==> config.mk <==
export PLATFORM = sky130hd
export DESIGN_NAME = ufc_top
export DESIGN_NICKNAME = d
export VERILOG_FILES = /design/src/core/ufc_pkg.sv /design/src/core/ufc_tx.sv /design/src/core/ufc_rx.sv /design/src/core/ufc_top.sv
export SDC_FILE = /design/constraint.sdc
export NUM_CORES = 1
export LEC_CHECK = 0
export BUFFER_PORTS_ARGS = -buffer_cell sky130_fd_sc_hd__buf_2
export CORE_AREA = 5 5 152 154
export CTS_CLUSTER_SIZE = 16
export DETAILED_ROUTE_END_ITERATION = 10
export DIE_AREA = 0 0 157 159
export PLACE_DENSITY = 0.64
export SETUP_SLACK_MARGIN = 0.5
export SYNTH_ARGS = -nofsm -noshare
export SYNTH_HDL_FRONTEND = slang
export SYNTH_SLANG_ARGS = --single-unit
==> constraint.sdc <==
create_clock -name i_core_clk -period 7.76 [get_ports i_core_clk]
set_input_delay 1.164 -clock i_core_clk [delete_from_list [all_inputs] [get_ports i_core_clk]]
set_output_delay 1.164 -clock i_core_clk [all_outputs]
set_load 0.02 [all_outputs]
==> src/core/ufc_pkg.sv <==
package ufc_pkg;
   localparam logic [7:0]  OFS_MODE      = 8'h00;
   localparam logic [7:0]  OFS_STAT      = 8'h04;
   localparam logic [7:0]  OFS_TXDATA    = 8'h08;
   localparam logic [7:0]  OFS_RXDATA    = 8'h0C;
   localparam logic [7:0]  OFS_BAUD      = 8'h10;
   localparam logic [7:0]  OFS_IRQ_STS   = 8'h14;
   localparam logic [7:0]  OFS_IRQ_MSK   = 8'h18;
   // Mode field positions
   localparam int          MODE_STOP_BIT_SELECT    = 0;
   localparam int          MODE_PDSEL_LO = 1;
   localparam int          MODE_HIGH_SPEED_BAUD_SELECT     = 3;
   localparam int          MODE_IREN     = 12;
   localparam logic [15:0] MODE_WMASK    = 16'h100F;
   localparam logic [15:0] MODE_RST      = 16'h0000;
   // Status field positions
   localparam int          ST_RXDA       = 0;
   localparam int          ST_OVERRUN_ERROR_FLAG       = 1;
   localparam int          ST_FRAMING_ERROR_FLAG       = 2;
   localparam int          ST_PARITY_ERROR_FLAG       = 3;
   localparam int          ST_RX_LINE_IDLE      = 4;
   localparam int          ST_TX_SHIFT_EMPTY       = 8;
   localparam int          ST_TXBF       = 9;
   localparam int          ST_TXEN       = 10;
   // Interrupt event bits
   localparam int          EV_RX         = 0;
   localparam int          EV_TX         = 1;
   localparam int          EV_PARITY_ERROR_FLAG       = 2;
   localparam int          EV_FRAMING_ERROR_FLAG       = 3;
   localparam int          EV_OVERRUN_ERROR_FLAG       = 4;
   localparam int          EV_NUM        = 5;
   localparam logic [15:0] BAUD_RST      = 16'h0000;
   localparam logic [3:0]  TICKS_STD_M1  = 4'hF;
   localparam logic [3:0]  TICKS_HS_M1   = 4'h3;
   localparam logic [3:0]  IR_PULSE      = 4'h3;
   localparam logic [1:0]  PD_8N         = 2'h0;
   localparam logic [1:0]  PD_8E         = 2'h1;
   localparam logic [1:0]  PD_8O         = 2'h2;
   localparam logic [1:0]  PD_9N         = 2'h3;
   localparam logic [1:0]  RESP_OKAY     = 2'h0;
   localparam logic [1:0]  RESP_SLVERR   = 2'h2;
   typedef enum logic [1:0] {RX_IDLE, RX_START, RX_DATA, RX_STOP} ufc_rx_st_t;
endpackage : ufc_pkg

==> src/core/ufc_tx.sv <==
`timescale 1ns/10ps
`default_nettype none
module ufc_tx import ufc_pkg::*; (
   input  wire logic        i_core_clk, // Core clock
   input  wire logic        i_rst,      // Async reset, high
   input  wire logic        i_tick,     // Sampling clock strobe
   input  wire logic        i_high_speed_baud_select,     // High-speed select
   input  wire logic        i_ir,       // Pulse coding active
   input  wire logic        i_load,     // Take a frame
   input  wire logic [11:0] i_frame,    // Start, data, parity, stops
   input  wire logic [3:0]  i_nbits,    // Bits in frame
   output logic             o_ready,    // Idle, may load
   output logic             o_line,     // Serial output
   output logic [3:0]       o_phase     // Tick within bit
);
   typedef struct packed {
      logic        busy;
      logic [11:0] sh;
      logic [3:0]  left;
      logic [3:0]  ph;
      logic        line;
   } ufc_tx_s_t;
   ufc_tx_s_t q, d;
   always_comb begin
      d = q;
      if (!q.busy) begin
         if (i_load) begin
            d.busy = 1'b1;
            d.sh   = i_frame;
            d.left = i_nbits;
            d.ph   = 4'h0;
         end
      end else if (i_tick) begin
         if (q.ph == (i_high_speed_baud_select ? TICKS_HS_M1 : TICKS_STD_M1)) begin
            d.ph   = 4'h0;
            d.sh   = {1'b1, q.sh[11:1]};
            d.left = q.left - 4'h1;
            if (q.left == 4'h1) d.busy = 1'b0;
         end else begin
            d.ph = q.ph + 4'h1;
         end
      end
      if (i_ir) d.line = d.busy && !d.sh[0] && (d.ph < IR_PULSE);
      else      d.line = d.busy ? d.sh[0] : 1'b1;
   end
   always_ff @(posedge i_core_clk or posedge i_rst) begin
      if (i_rst) q <= '{busy: 1'b0, sh: 12'hFFF, left: 4'h0, ph: 4'h0, line: 1'b1};
      else       q <= d;
   end
   assign o_ready = !q.busy;
   assign o_line  = q.line;
   assign o_phase = q.ph;
endmodule : ufc_tx
`default_nettype wire

==> src/core/ufc_rx.sv <==
`timescale 1ns/10ps
`default_nettype none
module ufc_rx import ufc_pkg::*; (
   input  wire logic       i_core_clk, // Core clock
   input  wire logic       i_rst,      // Async reset, high
   input  wire logic       i_tick,     // Sampling clock strobe
   input  wire logic       i_high_speed_baud_select,     // High-speed select
   input  wire logic [1:0] i_pdsel,    // Parity and data select
   input  wire logic       i_stop_bit_select,    // Two stop bits
   input  wire logic       i_line,     // Decoded serial input
   output logic            o_valid,    // One-cycle word strobe
   output logic [8:0]      o_data,     // Received word
   output logic            o_parity_error_flag,     // Parity mismatch
   output logic            o_framing_error_flag,     // Stop bit low
   output logic            o_idle      // Receiver idle
);
   typedef struct packed {
      ufc_rx_st_t  st;
      logic [3:0]  ph;
      logic [3:0]  n;
      logic [9:0]  sh;
      logic        bad;
      logic        valid;
      logic [8:0]  data;
      logic        parity_error_flag;
      logic        framing_error_flag;
   } ufc_rx_s_t;
   ufc_rx_s_t  q, d;
   logic [3:0] per_m1;
   logic [3:0] nd;
   assign per_m1 = i_high_speed_baud_select ? TICKS_HS_M1 : TICKS_STD_M1;
   assign nd     = (i_pdsel == PD_8N) ? 4'h8 : 4'h9;
   always_comb begin
      d       = q;
      d.valid = 1'b0;
      case (q.st)
         RX_IDLE: if (!i_line) begin
            d.st = RX_START;
            d.ph = 4'h0;
         end
         RX_START: if (i_tick) begin
            if (q.ph == {1'b0, per_m1[3:1]}) begin
               d.st = i_line ? RX_IDLE : RX_DATA;
               d.ph = 4'h0;
               d.n  = 4'h0;
            end else d.ph = q.ph + 4'h1;
         end
         RX_DATA: if (i_tick) begin
            if (q.ph == per_m1) begin
               d.ph = 4'h0;
               d.sh = {i_line, q.sh[9:1]};
               d.n  = q.n + 4'h1;
               if (q.n == nd - 4'h1) begin
                  d.st  = RX_STOP;
                  d.n   = 4'h0;
                  d.bad = 1'b0;
               end
            end else d.ph = q.ph + 4'h1;
         end
         RX_STOP: if (i_tick) begin
            if (q.ph == per_m1) begin
               d.ph  = 4'h0;
               d.bad = q.bad | !i_line;
               if (q.n == {3'h0, i_stop_bit_select}) begin
                  d.st    = RX_IDLE;
                  d.valid = 1'b1;
                  d.framing_error_flag  = d.bad;
                  d.parity_error_flag  = 1'b0;
                  case (i_pdsel)
                     PD_9N:   d.data = q.sh[9:1];
                     PD_8O: begin
                        d.data = {1'b0, q.sh[8:1]};
                        d.parity_error_flag = q.sh[9] != ~^q.sh[8:1];
                     end
                     PD_8E: begin
                        d.data = {1'b0, q.sh[8:1]};
                        d.parity_error_flag = q.sh[9] != ^q.sh[8:1];
                     end
                     default: d.data = {1'b0, q.sh[9:2]};
                  endcase
               end else d.n = q.n + 4'h1;
            end else d.ph = q.ph + 4'h1;
         end
         default: d.st = RX_IDLE;
      endcase
   end
   always_ff @(posedge i_core_clk or posedge i_rst) begin
      if (i_rst) q <= '{st: RX_IDLE, default: '0};
      else       q <= d;
   end
   assign o_valid = q.valid;
   assign o_data  = q.data;
   assign o_parity_error_flag  = q.parity_error_flag;
   assign o_framing_error_flag  = q.framing_error_flag;
   assign o_idle  = q.st == RX_IDLE;
endmodule : ufc_rx
`default_nettype wire

==> src/core/ufc_top.sv <==
// Functional notes
// - High-speed select set: four sampling ticks per serial bit.
// - High-speed select clear: sixteen sampling ticks per serial bit.
// - Field 11 gives nine data bits, 00 eight data bits, no parity.
// - Field 10 gives eight data bits then an odd parity bit.
// - Field 01 gives eight data bits then an even parity bit.
// - Stop select set: two stop bits; clear: one stop bit.
// - Pulse line coding only works while sixteen-tick mode is selected.
//
// Added by the designer: the AXI4-Lite slave port and the register offsets.
`timescale 1ns/10ps
`default_nettype none
module ufc_top import ufc_pkg::*; (
   input  wire logic        i_core_clk,      // 100 MHz clock
   input  wire logic        i_rst,           // Async reset, high
   input  wire logic [7:0]  i_s_axi_awaddr,  // Write address
   input  wire logic        i_s_axi_awvalid, // Write address valid
   output logic             o_s_axi_awready, // Write address ready
   input  wire logic [31:0] i_s_axi_wdata,   // Write data
   input  wire logic [3:0]  i_s_axi_wstrb,   // Byte enables
   input  wire logic        i_s_axi_wvalid,  // Write data valid
   output logic             o_s_axi_wready,  // Write data ready
   output logic [1:0]       o_s_axi_bresp,   // Write response
   output logic             o_s_axi_bvalid,  // Write response valid
   input  wire logic        i_s_axi_bready,  // Write response ready
   input  wire logic [7:0]  i_s_axi_araddr,  // Read address
   input  wire logic        i_s_axi_arvalid, // Read address valid
   output logic             o_s_axi_arready, // Read address ready
   output logic [31:0]      o_s_axi_rdata,   // Read data
   output logic [1:0]       o_s_axi_rresp,   // Read response
   output logic             o_s_axi_rvalid,  // Read data valid
   input  wire logic        i_s_axi_rready,  // Read data ready
   input  wire logic        i_rx,            // Serial input
   output logic             o_tx,            // Serial output
   output logic             o_irq            // Level interrupt
);
   typedef struct packed {
      logic               aw_v;
      logic [7:0]         aw_a;
      logic               w_v;
      logic [31:0]        w_d;
      logic [3:0]         w_s;
      logic               b_v;
      logic [1:0]         b_r;
      logic               r_v;
      logic [31:0]        r_d;
      logic [1:0]         r_r;
      logic [15:0]        mode;
      logic               txen;
      logic [15:0]        div;
      logic [15:0]        bcnt;
      logic               tick;
      logic               txb_v;
      logic [8:0]         txb;
      logic               rxb_v;
      logic [8:0]         rxb;
      logic               parity_error_flag;
      logic               framing_error_flag;
      logic               overrun_error_flag;
      logic [3:0]         ir_cnt;
      logic [EV_NUM-1:0]  irq_sts;
      logic [EV_NUM-1:0]  irq_msk;
   } ufc_s_t;
   ufc_s_t      q, d;
   logic        high_speed_baud_select;
   logic [1:0]  pdsel;
   logic        stop_bit_select;
   logic        ir_on;
   logic        rx_line;
   logic        tx_ready;
   logic        tx_load;
   logic [3:0]  tx_phase;
   logic [11:0] frame;
   logic [3:0]  nbits;
   logic        par_bit;
   logic        rx_valid;
   logic [8:0]  rx_data;
   logic        rx_parity_error_flag;
   logic        rx_framing_error_flag;
   logic        rx_idle;
   logic        wr_en;
   logic [31:0] wmask;
   logic [31:0] wbits;
   logic [31:0] stat_word;
   logic [31:0] rd_word;
   logic        rd_ok;
   logic        rd_pop;
   assign high_speed_baud_select   = q.mode[MODE_HIGH_SPEED_BAUD_SELECT];
   assign pdsel  = q.mode[MODE_PDSEL_LO +: 2];
   assign stop_bit_select  = q.mode[MODE_STOP_BIT_SELECT];
   assign ir_on  = q.mode[MODE_IREN] && !high_speed_baud_select;
   // Pulse decode: a short high pulse marks a zero bit
   assign rx_line = ir_on ? !(i_rx || q.ir_cnt != 4'h0) : i_rx;
   // Frame image, LSB first; unused upper bits are stop level
   always_comb begin
      par_bit = (pdsel == PD_8O) ? ~^q.txb[7:0] : ^q.txb[7:0];
      frame   = 12'hFFF;
      frame[0] = 1'b0;
      frame[8:1] = q.txb[7:0];
      case (pdsel)
         PD_9N:        frame[9] = q.txb[8];
         PD_8O, PD_8E: frame[9] = par_bit;
         default:      frame[9] = 1'b1;
      endcase
      nbits = 4'h9 + ((pdsel == PD_8N) ? 4'h0 : 4'h1) + (stop_bit_select ? 4'h2 : 4'h1);
   end
   assign tx_load = tx_ready && q.txb_v && q.txen;
   ufc_tx u_tx (
      .i_core_clk (i_core_clk),
      .i_rst      (i_rst),
      .i_tick     (q.tick),
      .i_high_speed_baud_select     (high_speed_baud_select),
      .i_ir       (ir_on),
      .i_load     (tx_load),
      .i_frame    (frame),
      .i_nbits    (nbits),
      .o_ready    (tx_ready),
      .o_line     (o_tx),
      .o_phase    (tx_phase)
   );
   ufc_rx u_rx (
      .i_core_clk (i_core_clk),
      .i_rst      (i_rst),
      .i_tick     (q.tick),
      .i_high_speed_baud_select     (high_speed_baud_select),
      .i_pdsel    (pdsel),
      .i_stop_bit_select    (stop_bit_select),
      .i_line     (rx_line),
      .o_valid    (rx_valid),
      .o_data     (rx_data),
      .o_parity_error_flag     (rx_parity_error_flag),
      .o_framing_error_flag     (rx_framing_error_flag),
      .o_idle     (rx_idle)
   );
   assign wr_en = q.aw_v && q.w_v && !q.b_v;
   assign wmask = {{8{q.w_s[3]}}, {8{q.w_s[2]}}, {8{q.w_s[1]}}, {8{q.w_s[0]}}};
   assign wbits = q.w_d & wmask;
   always_comb begin
      stat_word = 32'h0000_0000;
      stat_word[ST_RXDA]  = q.rxb_v;
      stat_word[ST_OVERRUN_ERROR_FLAG]  = q.overrun_error_flag;
      stat_word[ST_FRAMING_ERROR_FLAG]  = q.framing_error_flag;
      stat_word[ST_PARITY_ERROR_FLAG]  = q.parity_error_flag;
      stat_word[ST_RX_LINE_IDLE] = rx_idle;
      stat_word[ST_TX_SHIFT_EMPTY]  = tx_ready && !q.txb_v;
      stat_word[ST_TXBF]  = q.txb_v;
      stat_word[ST_TXEN]  = q.txen;
   end
   always_comb begin
      rd_ok   = 1'b1;
      rd_word = 32'h0000_0000;
      case (i_s_axi_araddr)
         OFS_MODE:    rd_word = {16'h0000, q.mode};
         OFS_STAT:    rd_word = stat_word;
         OFS_TXDATA:  rd_word = 32'h0000_0000;
         OFS_RXDATA:  rd_word = {23'h000000, q.rxb};
         OFS_BAUD:    rd_word = {16'h0000, q.div};
         OFS_IRQ_STS: rd_word = {27'h0000000, q.irq_sts};
         OFS_IRQ_MSK: rd_word = {27'h0000000, q.irq_msk};
         default:     rd_ok   = 1'b0;
      endcase
   end
   assign rd_pop = i_s_axi_arvalid && !q.r_v && (i_s_axi_araddr == OFS_RXDATA);
   always_comb begin
      d = q;
      // Write channels taken in either order
      if (i_s_axi_awvalid && !q.aw_v && !q.b_v) begin
         d.aw_v = 1'b1;
         d.aw_a = i_s_axi_awaddr;
      end
      if (i_s_axi_wvalid && !q.w_v && !q.b_v) begin
         d.w_v = 1'b1;
         d.w_d = i_s_axi_wdata;
         d.w_s = i_s_axi_wstrb;
      end
      if (q.b_v && i_s_axi_bready) d.b_v = 1'b0;
      if (q.r_v && i_s_axi_rready) d.r_v = 1'b0;
      if (i_s_axi_arvalid && !q.r_v) begin
         d.r_v = 1'b1;
         d.r_d = rd_ok ? rd_word : 32'h0000_0000;
         d.r_r = rd_ok ? RESP_OKAY : RESP_SLVERR;
      end
      // Baud generator: one tick every div+1 clocks
      d.tick = 1'b0;
      if (q.bcnt >= q.div) begin
         d.bcnt = 16'h0000;
         d.tick = 1'b1;
      end else d.bcnt = q.bcnt + 16'h0001;
      if (i_rx)                             d.ir_cnt = TICKS_STD_M1;
      else if (q.tick && q.ir_cnt != 4'h0) d.ir_cnt = q.ir_cnt - 4'h1;
      if (tx_load) begin
         d.txb_v = 1'b0;
         d.irq_sts[EV_TX] = 1'b1;
      end
      if (rd_pop) d.rxb_v = 1'b0;
      if (wr_en) begin
         d.aw_v = 1'b0;
         d.w_v  = 1'b0;
         d.b_v  = 1'b1;
         d.b_r  = RESP_OKAY;
         case (q.aw_a)
            OFS_MODE:    d.mode = (q.mode & ~(MODE_WMASK & wmask[15:0]))
                                | (q.w_d[15:0] & MODE_WMASK & wmask[15:0]);
            OFS_STAT: begin
               if (wmask[ST_TXEN]) d.txen = q.w_d[ST_TXEN];
               if (wbits[ST_OVERRUN_ERROR_FLAG]) d.overrun_error_flag = 1'b0;
            end
            OFS_TXDATA:  if (!q.txb_v && wmask[0]) begin
               d.txb_v = 1'b1;
               d.txb   = q.w_d[8:0];
            end
            OFS_RXDATA:  ;
            OFS_BAUD:    d.div = (q.div & ~wmask[15:0]) | wbits[15:0];
            OFS_IRQ_STS: d.irq_sts = q.irq_sts & ~wbits[EV_NUM-1:0];
            OFS_IRQ_MSK: d.irq_msk = (q.irq_msk & ~wmask[EV_NUM-1:0]) | wbits[EV_NUM-1:0];
            default:     d.b_r = RESP_SLVERR;
         endcase
      end
      // Hardware events after software clears, so a set wins
      if (rx_valid) begin
         d.irq_sts[EV_RX] = 1'b1;
         if (q.rxb_v && !rd_pop) begin
            d.overrun_error_flag = 1'b1;
            d.irq_sts[EV_OVERRUN_ERROR_FLAG] = 1'b1;
         end else begin
            d.rxb_v = 1'b1;
            d.rxb   = rx_data;
            d.parity_error_flag  = rx_parity_error_flag;
            d.framing_error_flag  = rx_framing_error_flag;
            if (rx_parity_error_flag) d.irq_sts[EV_PARITY_ERROR_FLAG] = 1'b1;
            if (rx_framing_error_flag) d.irq_sts[EV_FRAMING_ERROR_FLAG] = 1'b1;
         end
      end
      if (tx_load) d.irq_sts[EV_TX] = 1'b1;
   end
   always_ff @(posedge i_core_clk or posedge i_rst) begin
      if (i_rst) begin
         q        <= '0;
         q.mode   <= MODE_RST;
         q.div    <= BAUD_RST;
      end else begin
         q <= d;
      end
   end
   assign o_s_axi_awready = !q.aw_v && !q.b_v;
   assign o_s_axi_wready  = !q.w_v && !q.b_v;
   assign o_s_axi_bvalid  = q.b_v;
   assign o_s_axi_bresp   = q.b_r;
   assign o_s_axi_arready = !q.r_v;
   assign o_s_axi_rvalid  = q.r_v;
   assign o_s_axi_rdata   = q.r_d;
   assign o_s_axi_rresp   = q.r_r;
   assign o_irq           = |(q.irq_sts & q.irq_msk);
endmodule : ufc_top
`default_nettype wire

==> results of run 1 <==
stage by stage:
stage / worst slack [ns] / instance area, µm² / util
final: 4.64 / 10000 / 0.466
after global routing: 4.51 / 10000 / 0.466
after CTS: 4.66 / 10000 / 0.466
after detailed placement: 4.23 / 9470 / 0.440
after global placement: 4.26 / 9470 / 0.440
after floorplan: 1.79 / 9150 / -
routing by layer:
metal / GRT usage / wire [µm]
met1: 0.227 / 9120
met2: 0.252 / 9430
met3: 0.0329 / 867
met4: 0.0465 / 283
met5: 0 / 21
worst max-delay path, stage by stage:
cell and delay [ns]:
buf_2 0.28, nor2b_1 0.69, and4_1 0.38, a21bo_2 0.22, nand2_1 0.31, mux2_2 0.38
logic make-up (layout without fill, tap and decap cells):
family,after synthesis,in the layout,synth area share
and+or+nand+nor,203,203,0.117
DFF,178,178,0.492
AOI/OAI and AO/OA,166,166,0.127
buffers and inverters,106,145,0.0595
muxes,96,96,0.122
adders and majority gates,35,35,0.0482
xor gates and xnor gates,35,35,0.0338
other,1,18,0.000413
cell usage in the layout, fill, tap and decap left out, types with 4 or more instances in the layout:
master     count
nand2b_1       8
nand3b_1       4
nor2_1        32
a32o_1         4
or2_2          4
buf_2         66
o211ai_1       4
mux2i_1        9
nor2b_1        5
nor3_1         7
a22o_1        12
o21ai_0       29
ha_1          35
and3_1         6
a21o_1         5
o31ai_1        6
nand4_1        9
nor4_1         4
a22oi_1       25
a21oi_1       34
inv_1         43
nand3_1       15
clkbuf_16     17
dfstp_2       13
a21boi_0       5
xor2_1        11
o21a_1         5
clkinv_4       4
nor3b_1        5
conb_1        18
mux2_2        82
clkbuf_8       5
xnor2_1       24
dfrtp_1      165
nand2_1       77
final cells by class:
type,count,area share
clock inverter,10,0.00760
timing repair buffer,68,0.0344
multi-input combinational,553,0.412
inverter,45,0.0173
tap,280,0.0349
clock buffer,22,0.0492
sequential,178,0.445
worst max path at each step:
stage | slack [ns] | from | end | depth (start not counted)
floorplan | 1.79 | i_rst | asynchronous set/reset pin | 1
global placement | 4.26 | i_s_axi_araddr[2] | q[15]$_DFFE_PP0P_ | 6
detailed placement | 4.23 | i_s_axi_araddr[2] | q[16]$_DFFE_PP0P_ | 6
CTS | 4.66 | i_s_axi_araddr[2] | q[16]$_DFFE_PP0P_ | 6
global route | 4.51 | i_s_axi_araddr[2] | q[17]$_DFFE_PP0P_ | 6
finish | 4.64 | i_s_axi_araddr[2] | q[16]$_DFFE_PP0P_ | 6
cells in the mapped netlist, drive strengths merged, types with 7 or more instances:
cell	count	area, µm²
clkbuf	15	56.3
a21oi	34	170
nand3	16	85.1
nor3	8	51.3
dfstp	13	342
a22oi	25	188
dfrtp	165	4130
xnor2	24	210
nand2b	8	50.1
buf	46	315
o21ai	30	150
nand4	9	56.3
a22o	12	105
inv	45	169
nand2	77	289
nor3b	7	62.6
xor2	11	96.3
ha	35	438
mux2	84	946
mux2i	9	90.1
nor2	33	131
where the power goes:
group | internal (W) | switching [W]
Sequential | 0.00107 | 0.000166
Clock | 0.000455 | 0.000375
Combinational | 0.000273 | 0.000339
==> metrics.csv, run 1 <==
metric;value;unit
design.core.area;21600;µm²
overflow;0;
die_w;157;µm
syn_area_per_cell;11.1;µm²
via_count;6165;
power.leakage;4.62;nW
drt_iter0_markers;457;
wl;19700;µm
rsz0062_at_grt;no;
worst_slew_pin_slew;1.21;ns
final-seq-area;4470;µm²
critPathKind;input port to flip-flop;
grt_pass1_wl;32300;µm
rr_worst_depth;6;
status;completed;
r2r_slack;5.12;ns
hp-class;flip-flop to flip-flop;
post-place-cells;1124;
max_slew_margin;0.193;
drt-pass1-iter-count;5;
clkLatencyLatePin;0.43;ns
finalSetupViolCount;0;
async_flop_share;1.00;
clock_path_buffers;2;
cp-start-kind;input port;
p_total;0.00267;W
arrival;3.44;ns
cap_violations;0;
hold_buffers;0;
post-cts-setup-buffer-count;0;
worstPathRequired;8.07;ns
hold_ws;0.466;ns
finClkSkew;0.0105;ns
cts-root-buf;clkbuf_16;
hold_end;u_tx.q[13]$_DFFE_PP1P_;
detail_route.wl_per_cell;17.1;µm
cts_max_level;4;
multiInputGateArea;4130;µm²
powerDensity;266;nW/µm²
worst-path-max-fanout;13;
yosys_warnings;0;
clkTransAtPathRegs;0.06;ns
grt_pass1_vias;6119;
avgViaCountPerCell;5.33;
min_path_cells;2;
cts_tree;yes;
synth_cells;820;
cts_made_buffers;17;
drive_gt1_frac;0.252;
r2r_end;q[39]$_DFF_PP0_;
fp-row-count;54;
synth_ff_type;dfrtp_1;
dpl.hpwl;13900;µm
gp_congestion;0.810;
syn2layout_area_growth;10.6;%
gr-usage-all-layers;0.161;
synth_seq_cells;178;
drcViolationCount;0;
portBuffers;66;
n_fill_cell;1967;
antenna_found_initial;2;
dieArea;25000;µm²
end_kind;flip-flop;
finalHoldViolCount;0;
die_h;159;µm
syn_area;9080;µm²
irDropWorstVdd;0.0971;mV
cts_resized;0;
hold_start;u_tx.q[13]$_DFFE_PP1P_;
initial_core_util;0.421;
nets;958;
tns;0;ns
fin_crit_sh;0.403;
yosysSeqAreaShare;0.492;
boundaryPins;103;
antenna_cells;0;
drtAntennaViolNets;0;
clkSinkCount;178;
regToRegStartpoint;q[47]$_DFF_PP0_;
synth_edf_count;0;
fin_cells;1156;
yosysUniqueCellTypes;76;
slew_viol_final;0;
finalCriticalPeriod;3.12;ns
timing.fmax;320;MHz
grt_max_degree;102;
Note: power is estimated with default switching activity, not from simulation.
==> inputs of run 2 (changes only) <==
- clock period: 7.76 -> 3.1 ns (I/O delays scaled with it)
==> metrics.csv, run 2 (same netlist as run 1, synthesis figures left out) <==
metric;value;unit;change
finalSetupViolCount;0;;unchanged
wl_met2;9190;µm;-2.6%
place_ws;0.590;ns;-3.64 ns
drive_gt1_frac;0.260;;+0.00790
finClkSkew;0.0162;ns;+0.00564 ns
gr-usage-all-layers;0.160;;-0.00139
powerDensity;669;nW/µm²;+150%
cap_violations;0;;unchanged
wl;19400;µm;-1.6%
dpl.hpwl;14000;µm;+1.3%
fin_cells;1164;;+0.69%
irDropWorstVdd;0.292;mV;+200%
multiInputGateArea;4140;µm²;about the same
die_w;157;µm;unchanged
wl_met3;822;µm;-5.2%
switching_share;0.335;;+0.00570
cp_slowest_cell;a2111oi_0;;
power_frac_seq;0.454;;-0.007
drcViolationCount;0;;unchanged
syn2layout_area_growth;11.6;%;
p_clk_frac;0.314;;+0.004
pwr-share-comb;0.232;;+0.003
avgViaCountPerCell;5.32;;-0.20%
hold_ws;0.0676;ns;-0.398 ns
dieArea;25000;µm²;unchanged
rsz0062_at_grt;no;;
crit_chain;ha_1 -> a21oi_1 -> o21ai_0 -> a2111oi_0 -> o21ai_2 -> and2_1;;
arrival;2.74;ns;-0.70 ns
fin_crit_sh;0.779;;
nets;966;;+0.84%
drt_iter0_markers;384;;-16%
hp-class;input port to asynchronous set/reset pin;;
boundaryPins;103;;unchanged
overflow;0;;unchanged
status;completed;;
worst_slew_pin_slew;0.934;ns;-0.274 ns
tns;0;ns;unchanged
clock_path_buffers;2;;unchanged
max_stage_delay;0.57;ns;-0.12 ns
fin_util;0.470;;+0.00418
worstPathRequired;3.43;ns;-4.64 ns
final_common_cell;dfrtp_1;;
cts_max_level;4;;unchanged
worst-path-max-fanout;17;;+4
finalHoldViolCount;0;;unchanged
antenna_cells;0;;unchanged
power.leakage;4.67;nW;+0.96%
gp_congestion;0.801;;-1.1%
cp-start-kind;flip-flop;;
fin_ws;0.685;ns;-3.95 ns
cts_made_buffers;17;;unchanged
post-place-cells;1132;;+0.71%
slew_viol_final;0;;unchanged
final-seq-area;4470;µm²;unchanged
die_h;159;µm;unchanged
detail_route.wl_per_cell;16.7;µm;-2.2%
cts_tree;yes;;
antenna_found_initial;1;;-1
portBuffers;66;;unchanged
initial_core_util;0.421;;unchanged
max_slew_margin;0.377;;+0.184
clkSinkCount;178;;unchanged
drtAntennaViolNets;0;;unchanged
grt_pass1_vias;6081;;-0.62%
m1WireLength;9090;µm;-0.26%
grt_pass1_wl;32100;µm;-0.79%
critPathKind;flip-flop to flip-flop;;
n_fill_cell;1984;;+0.86%
drt-pass1-iter-count;5;;unchanged
timing.fmax;414;MHz;
clkLatencyLatePin;0.44;ns;about the same
power.internal;0.00451;W;+150%
via_count;6195;;+0.49%
top_layer;met5;;
fp-row-count;54;;unchanged
final_cell_mix;165 x dfrtp_1, 82 x mux2_2, 77 x nand2_1;;
grt_max_degree;68;;-33%
design.core.area;21600;µm²;unchanged
clkTransAtPathRegs;0.07;ns;about the same
end_kind;flip-flop;;
cts-root-buf;clkbuf_16;;
switchingPower;0.00227;W;+160%
finalCriticalPeriod;2.41;ns;
==> run 2: cell count changes in the layout (fill, tap and decap cells not counted), moves of 2 or more <==
cell,change
clkbuf_8,-5
inv_6,+5
buf_4,+6
clkinv_4,-2
buf_12,+2
==> run 2: layer usage <==
layer / global-route usage / vias up
li1: - / 2988
met2: 0.246 / 118
met5: 0 / -
met3: 0.0397 / 23
met4: 0.0426 / 2
met1: 0.226 / 3064
==> run 2: worst paths after layout <==
path,from,endpoint,slack (ns),depth (start not counted)
max in group asynchronous,i_rst,u_tx.o_line$_DFF_PP1_,2.26,3
min in group i_core_clk,i_s_axi_bready,o_s_axi_bvalid$_DFFE_PP0P_,0.20,2
hold reg to reg,u_tx.q[12]$_DFFE_PP1P_,u_tx.q[12]$_DFFE_PP1P_,0.46,2
setup reg to reg,q[49]$_DFF_PP0_,q[37]$_DFF_PP0_,0.69,6
setup / recovery,q[49]$_DFF_PP0_,q[37]$_DFF_PP0_,0.69,6
hold / removal,i_rst,u_rx.o_data[1]$_DFFE_PP0P_,0.07,2
==> run 2: layout make-up <==
type / count / share of cell area
inverters: 45 / 0.0170
multi-input cells: 553 / 0.408
well taps: 280 / 0.0346
repair buffers: 76 / 0.0425
flip-flops and latches: 178 / 0.441
clock inverters: 15 / 0.0146
clock buffers: 17 / 0.0420
==> run 2: what timing repair did <==
action | 4_1_cts | 5_1_grt
hold buffers | 0 | 0
setup endpoints to repair | 0 | 4
setup buffers | 0 | 0
resized for setup | 0 | 1
endpoints found under the hold margin | 0 | 0
==> run 2: power groups by stage <==
stage | Combinational (W) | Sequential (W) | Clock, W
detailed placement | 0.00158 | 0.00312 | 0
finish | 0.00157 | 0.00308 | 0.00213
global route | 0.00177 | 0.00313 | 0.00227
global placement | 0.00155 | 0.00311 | 0
floorplan | 0.00127 | 0.00296 | 0
CTS | 0.00159 | 0.00308 | 0.00217
==> run 2: worst max-delay path, delay by kind of cell, from the launching register on <==
| kind | cells | cell delay, ns |
|---|---|---|
| fa+ha+maj | 1 | 0.34 |
| compound gates | 4 | 1.30 |
| flops | 1 | 0.41 |
| simple gates | 1 | 0.25 |
==> run 2: per-stage QoR <==
| step | power [W] | area, µm² |
|---|---|---|
| 2_1_floorplan | 0.00423 | 9150 |
| 3_3_place_gp | 0.00466 | 9560 |
| 3_5_place_dp | 0.00470 | 9560 |
| 4_1_cts | 0.00683 | 10100 |
| 5_1_grt | 0.00717 | 10100 |
| 6_report | 0.00678 | 10100 |
==> inputs of run 3 (changes only) <==
- PLACE_DENSITY: 0.64 -> 0.66
- clock period: 3.1 -> 2.1 ns (I/O delays scaled with it)
==> metrics.csv, run 3 (same netlist as run 1, synthesis figures left out) <==
metric;value;unit;change
worstSetupEndpoint;u_rx.q[32]$_DFFE_PP0P_;;
drt-pass1-iter-count;4;;-1
clock_path_buffers;2;;unchanged
rr_worst_depth;5;;-1
finalCriticalPeriod;2.08;ns;-0.332 ns
hold_buffers;0;;unchanged
arrival;2.41;ns;-0.33 ns
worst_slew_pin_slew;0.519;ns;-0.415 ns
crit_chain;ha_4 -> or2_4 -> a222oi_1 -> o2111ai_2 -> mux2_2;;
max_slew_margin;0.654;;+0.277
worst-path-max-fanout;5;;-12
cts-root-buf;clkbuf_16;;
clkTransAtPathRegs;0.07;ns;about the same
powerDensity;988;nW/µm²;+48%
dpl.hpwl;14500;µm;+3.1%
cts_tree;yes;;
dieArea;25000;µm²;unchanged
cap_violations;0;;unchanged
clkSinkCount;178;;unchanged
boundaryPins;103;;unchanged
grt_pass1_vias;6684;;+9.9%
hp-class;input port to asynchronous set/reset pin;;
via_count;6761;;+9.1%
avgViaCountPerCell;5.34;;+0.42%
tns;0;ns;unchanged
portBuffers;66;;unchanged
fp-row-count;54;;unchanged
p_total;0.0119;W;+75%
r2r_slack;0.02;ns;-0.67 ns
irDropWorstVdd;0.581;mV;+99%
grt_pass1_wl;35100;µm;+9.4%
startpoint;u_rx.q[32]$_DFFE_PP0P_;;
gr-usage-all-layers;0.174;;+0.0136
fin_crit_sh;0.992;;+0.213
dpl_cell_area;10000;µm²;+5.0%
nets;1067;;+10%
clkLatencyLatePin;0.44;ns;about the same
overflow;0;;unchanged
slew_viol_final;0;;unchanged
n_fill_cell;1718;;-13%
die_h;159;µm;unchanged
initial_core_util;0.421;;unchanged
antenna_cells;0;;unchanged
regToRegStartpoint;u_rx.q[32]$_DFFE_PP0P_;;
grt_max_degree;69;;+1.5%
status;completed;;
drcViolationCount;0;;unchanged
max_stage_delay;0.47;ns;-0.10 ns
final_cell_mix;156 x dfrtp_1, 71 x mux2_2, 70 x buf_4;;
rsz0062_at_grt;yes;;
wl;22000;µm;+13%
finalSetupViolCount;0;;unchanged
stdcell_area;12000;µm²;+19%
drt_iter0_markers;455;;+18%
cp_slowest_cell;dfrtp_2;;
finalHoldViolCount;0;;unchanged
detail_route.wl_per_cell;17.4;µm;+4.2%
critPathKind;flip-flop to flip-flop;;
r2r_end;u_rx.q[32]$_DFFE_PP0P_;;
drive_gt1_frac;0.474;;+0.214
end_kind;flip-flop;;
cp-start-kind;flip-flop;;
drtAntennaViolNets;0;;unchanged
final_common_cell;dfrtp_1;;
design.core.area;21600;µm²;unchanged
power.leakage;5.43;nW;+16%
syn2layout_area_growth;32.4;%;
timing.fmax;480;MHz;+16%
cts_max_level;4;;unchanged
antenna_found_initial;0;;-1
gp_congestion;0.800;;about the same
worstPathRequired;2.42;ns;-1.01 ns
finClkSkew;0.0111;ns;-0.00509 ns
cts_made_buffers;17;;unchanged
die_w;157;µm;unchanged
## run 3: timing repair
action	CTS	global route
resized for setup	96	101
cloned	5	1
buffers inserted	42	20
setup endpoints to repair	113	133
pin swaps	45	53
## run 3: through the flow
| step | setup slack (ns) | hold WS (ns) | std cells | util |
|---|---|---|---|---|
| finish | 0.0173 | 0.0333 | 1265 | 0.558 |
| global route | -0.0500 | 0.0606 | 1265 | 0.558 |
| CTS | 0.128 | 0.0483 | 1244 | 0.532 |
| detailed placement | 0.0449 | 0.449 | 1165 | 0.466 |
| global placement | 0.0635 | 0.445 | 1165 | 0.466 |
| floorplan | -0.485 | 0.411 | 837 | - |
## run 3: metal layers
layer / wire (µm) / up-vias / track usage
met1: 10600 / 3422 / 0.258
li1: - / 3196 / -
met4: 390 / 0 / 0.0477
met5: 0 / - / 0
met3: 862 / 23 / 0.0329
met2: 10100 / 120 / 0.260
## run 3: how the worst min path moves through the flow
stage / start / slack (ns) / cells past startpoint / endpoint
after global routing: i_rst / 0.06 / 3 / q[129]$_DFFE_PP0P_
after detailed placement: u_tx.q[11]$_DFFE_PP1P_ / 0.45 / 2 / u_tx.q[11]$_DFFE_PP1P_
after CTS: i_rst / 0.05 / 3 / q[129]$_DFFE_PP0P_
after global placement: u_tx.q[17]$_DFFE_PP1P_ / 0.45 / 2 / u_tx.q[17]$_DFFE_PP1P_
after floorplan: i_s_axi_bready / 0.41 / 1 / o_s_axi_bvalid$_DFFE_PP0P_
final: i_rst / 0.03 / 3 / q[129]$_DFFE_PP0P_
## run 3: layout make-up
class | count | area, µm² | share of cell area
clock buffer | 18 | 429 | 0.0357
clock inverter | 14 | 189 | 0.0157
inverter | 45 | 173 | 0.0144
multi-input combinational | 553 | 4980 | 0.414
sequential | 178 | 4480 | 0.373
tap | 280 | 350 | 0.0291
timing repair buffer | 177 | 1420 | 0.118
## run 3: worst max-delay path: cells and delay by family, from the launching register on
family                     cells  cell delay (ns)
muxes                          1             0.32
AOI/OAI and AO/OA              2             0.71
adders and majority gates      1             0.20
DFF                            1             0.47
and+or+nand+nor                1             0.26
## run 3: where the power goes
part | internal, W | total [W] | leakage, nW | switching [W]
combinational | 0.00198 | 0.00395 | 2.81 | 0.00197
sequential | 0.00395 | 0.00457 | 2.32 | 0.000620
clock | 0.00191 | 0.00336 | 0.302 | 0.00145
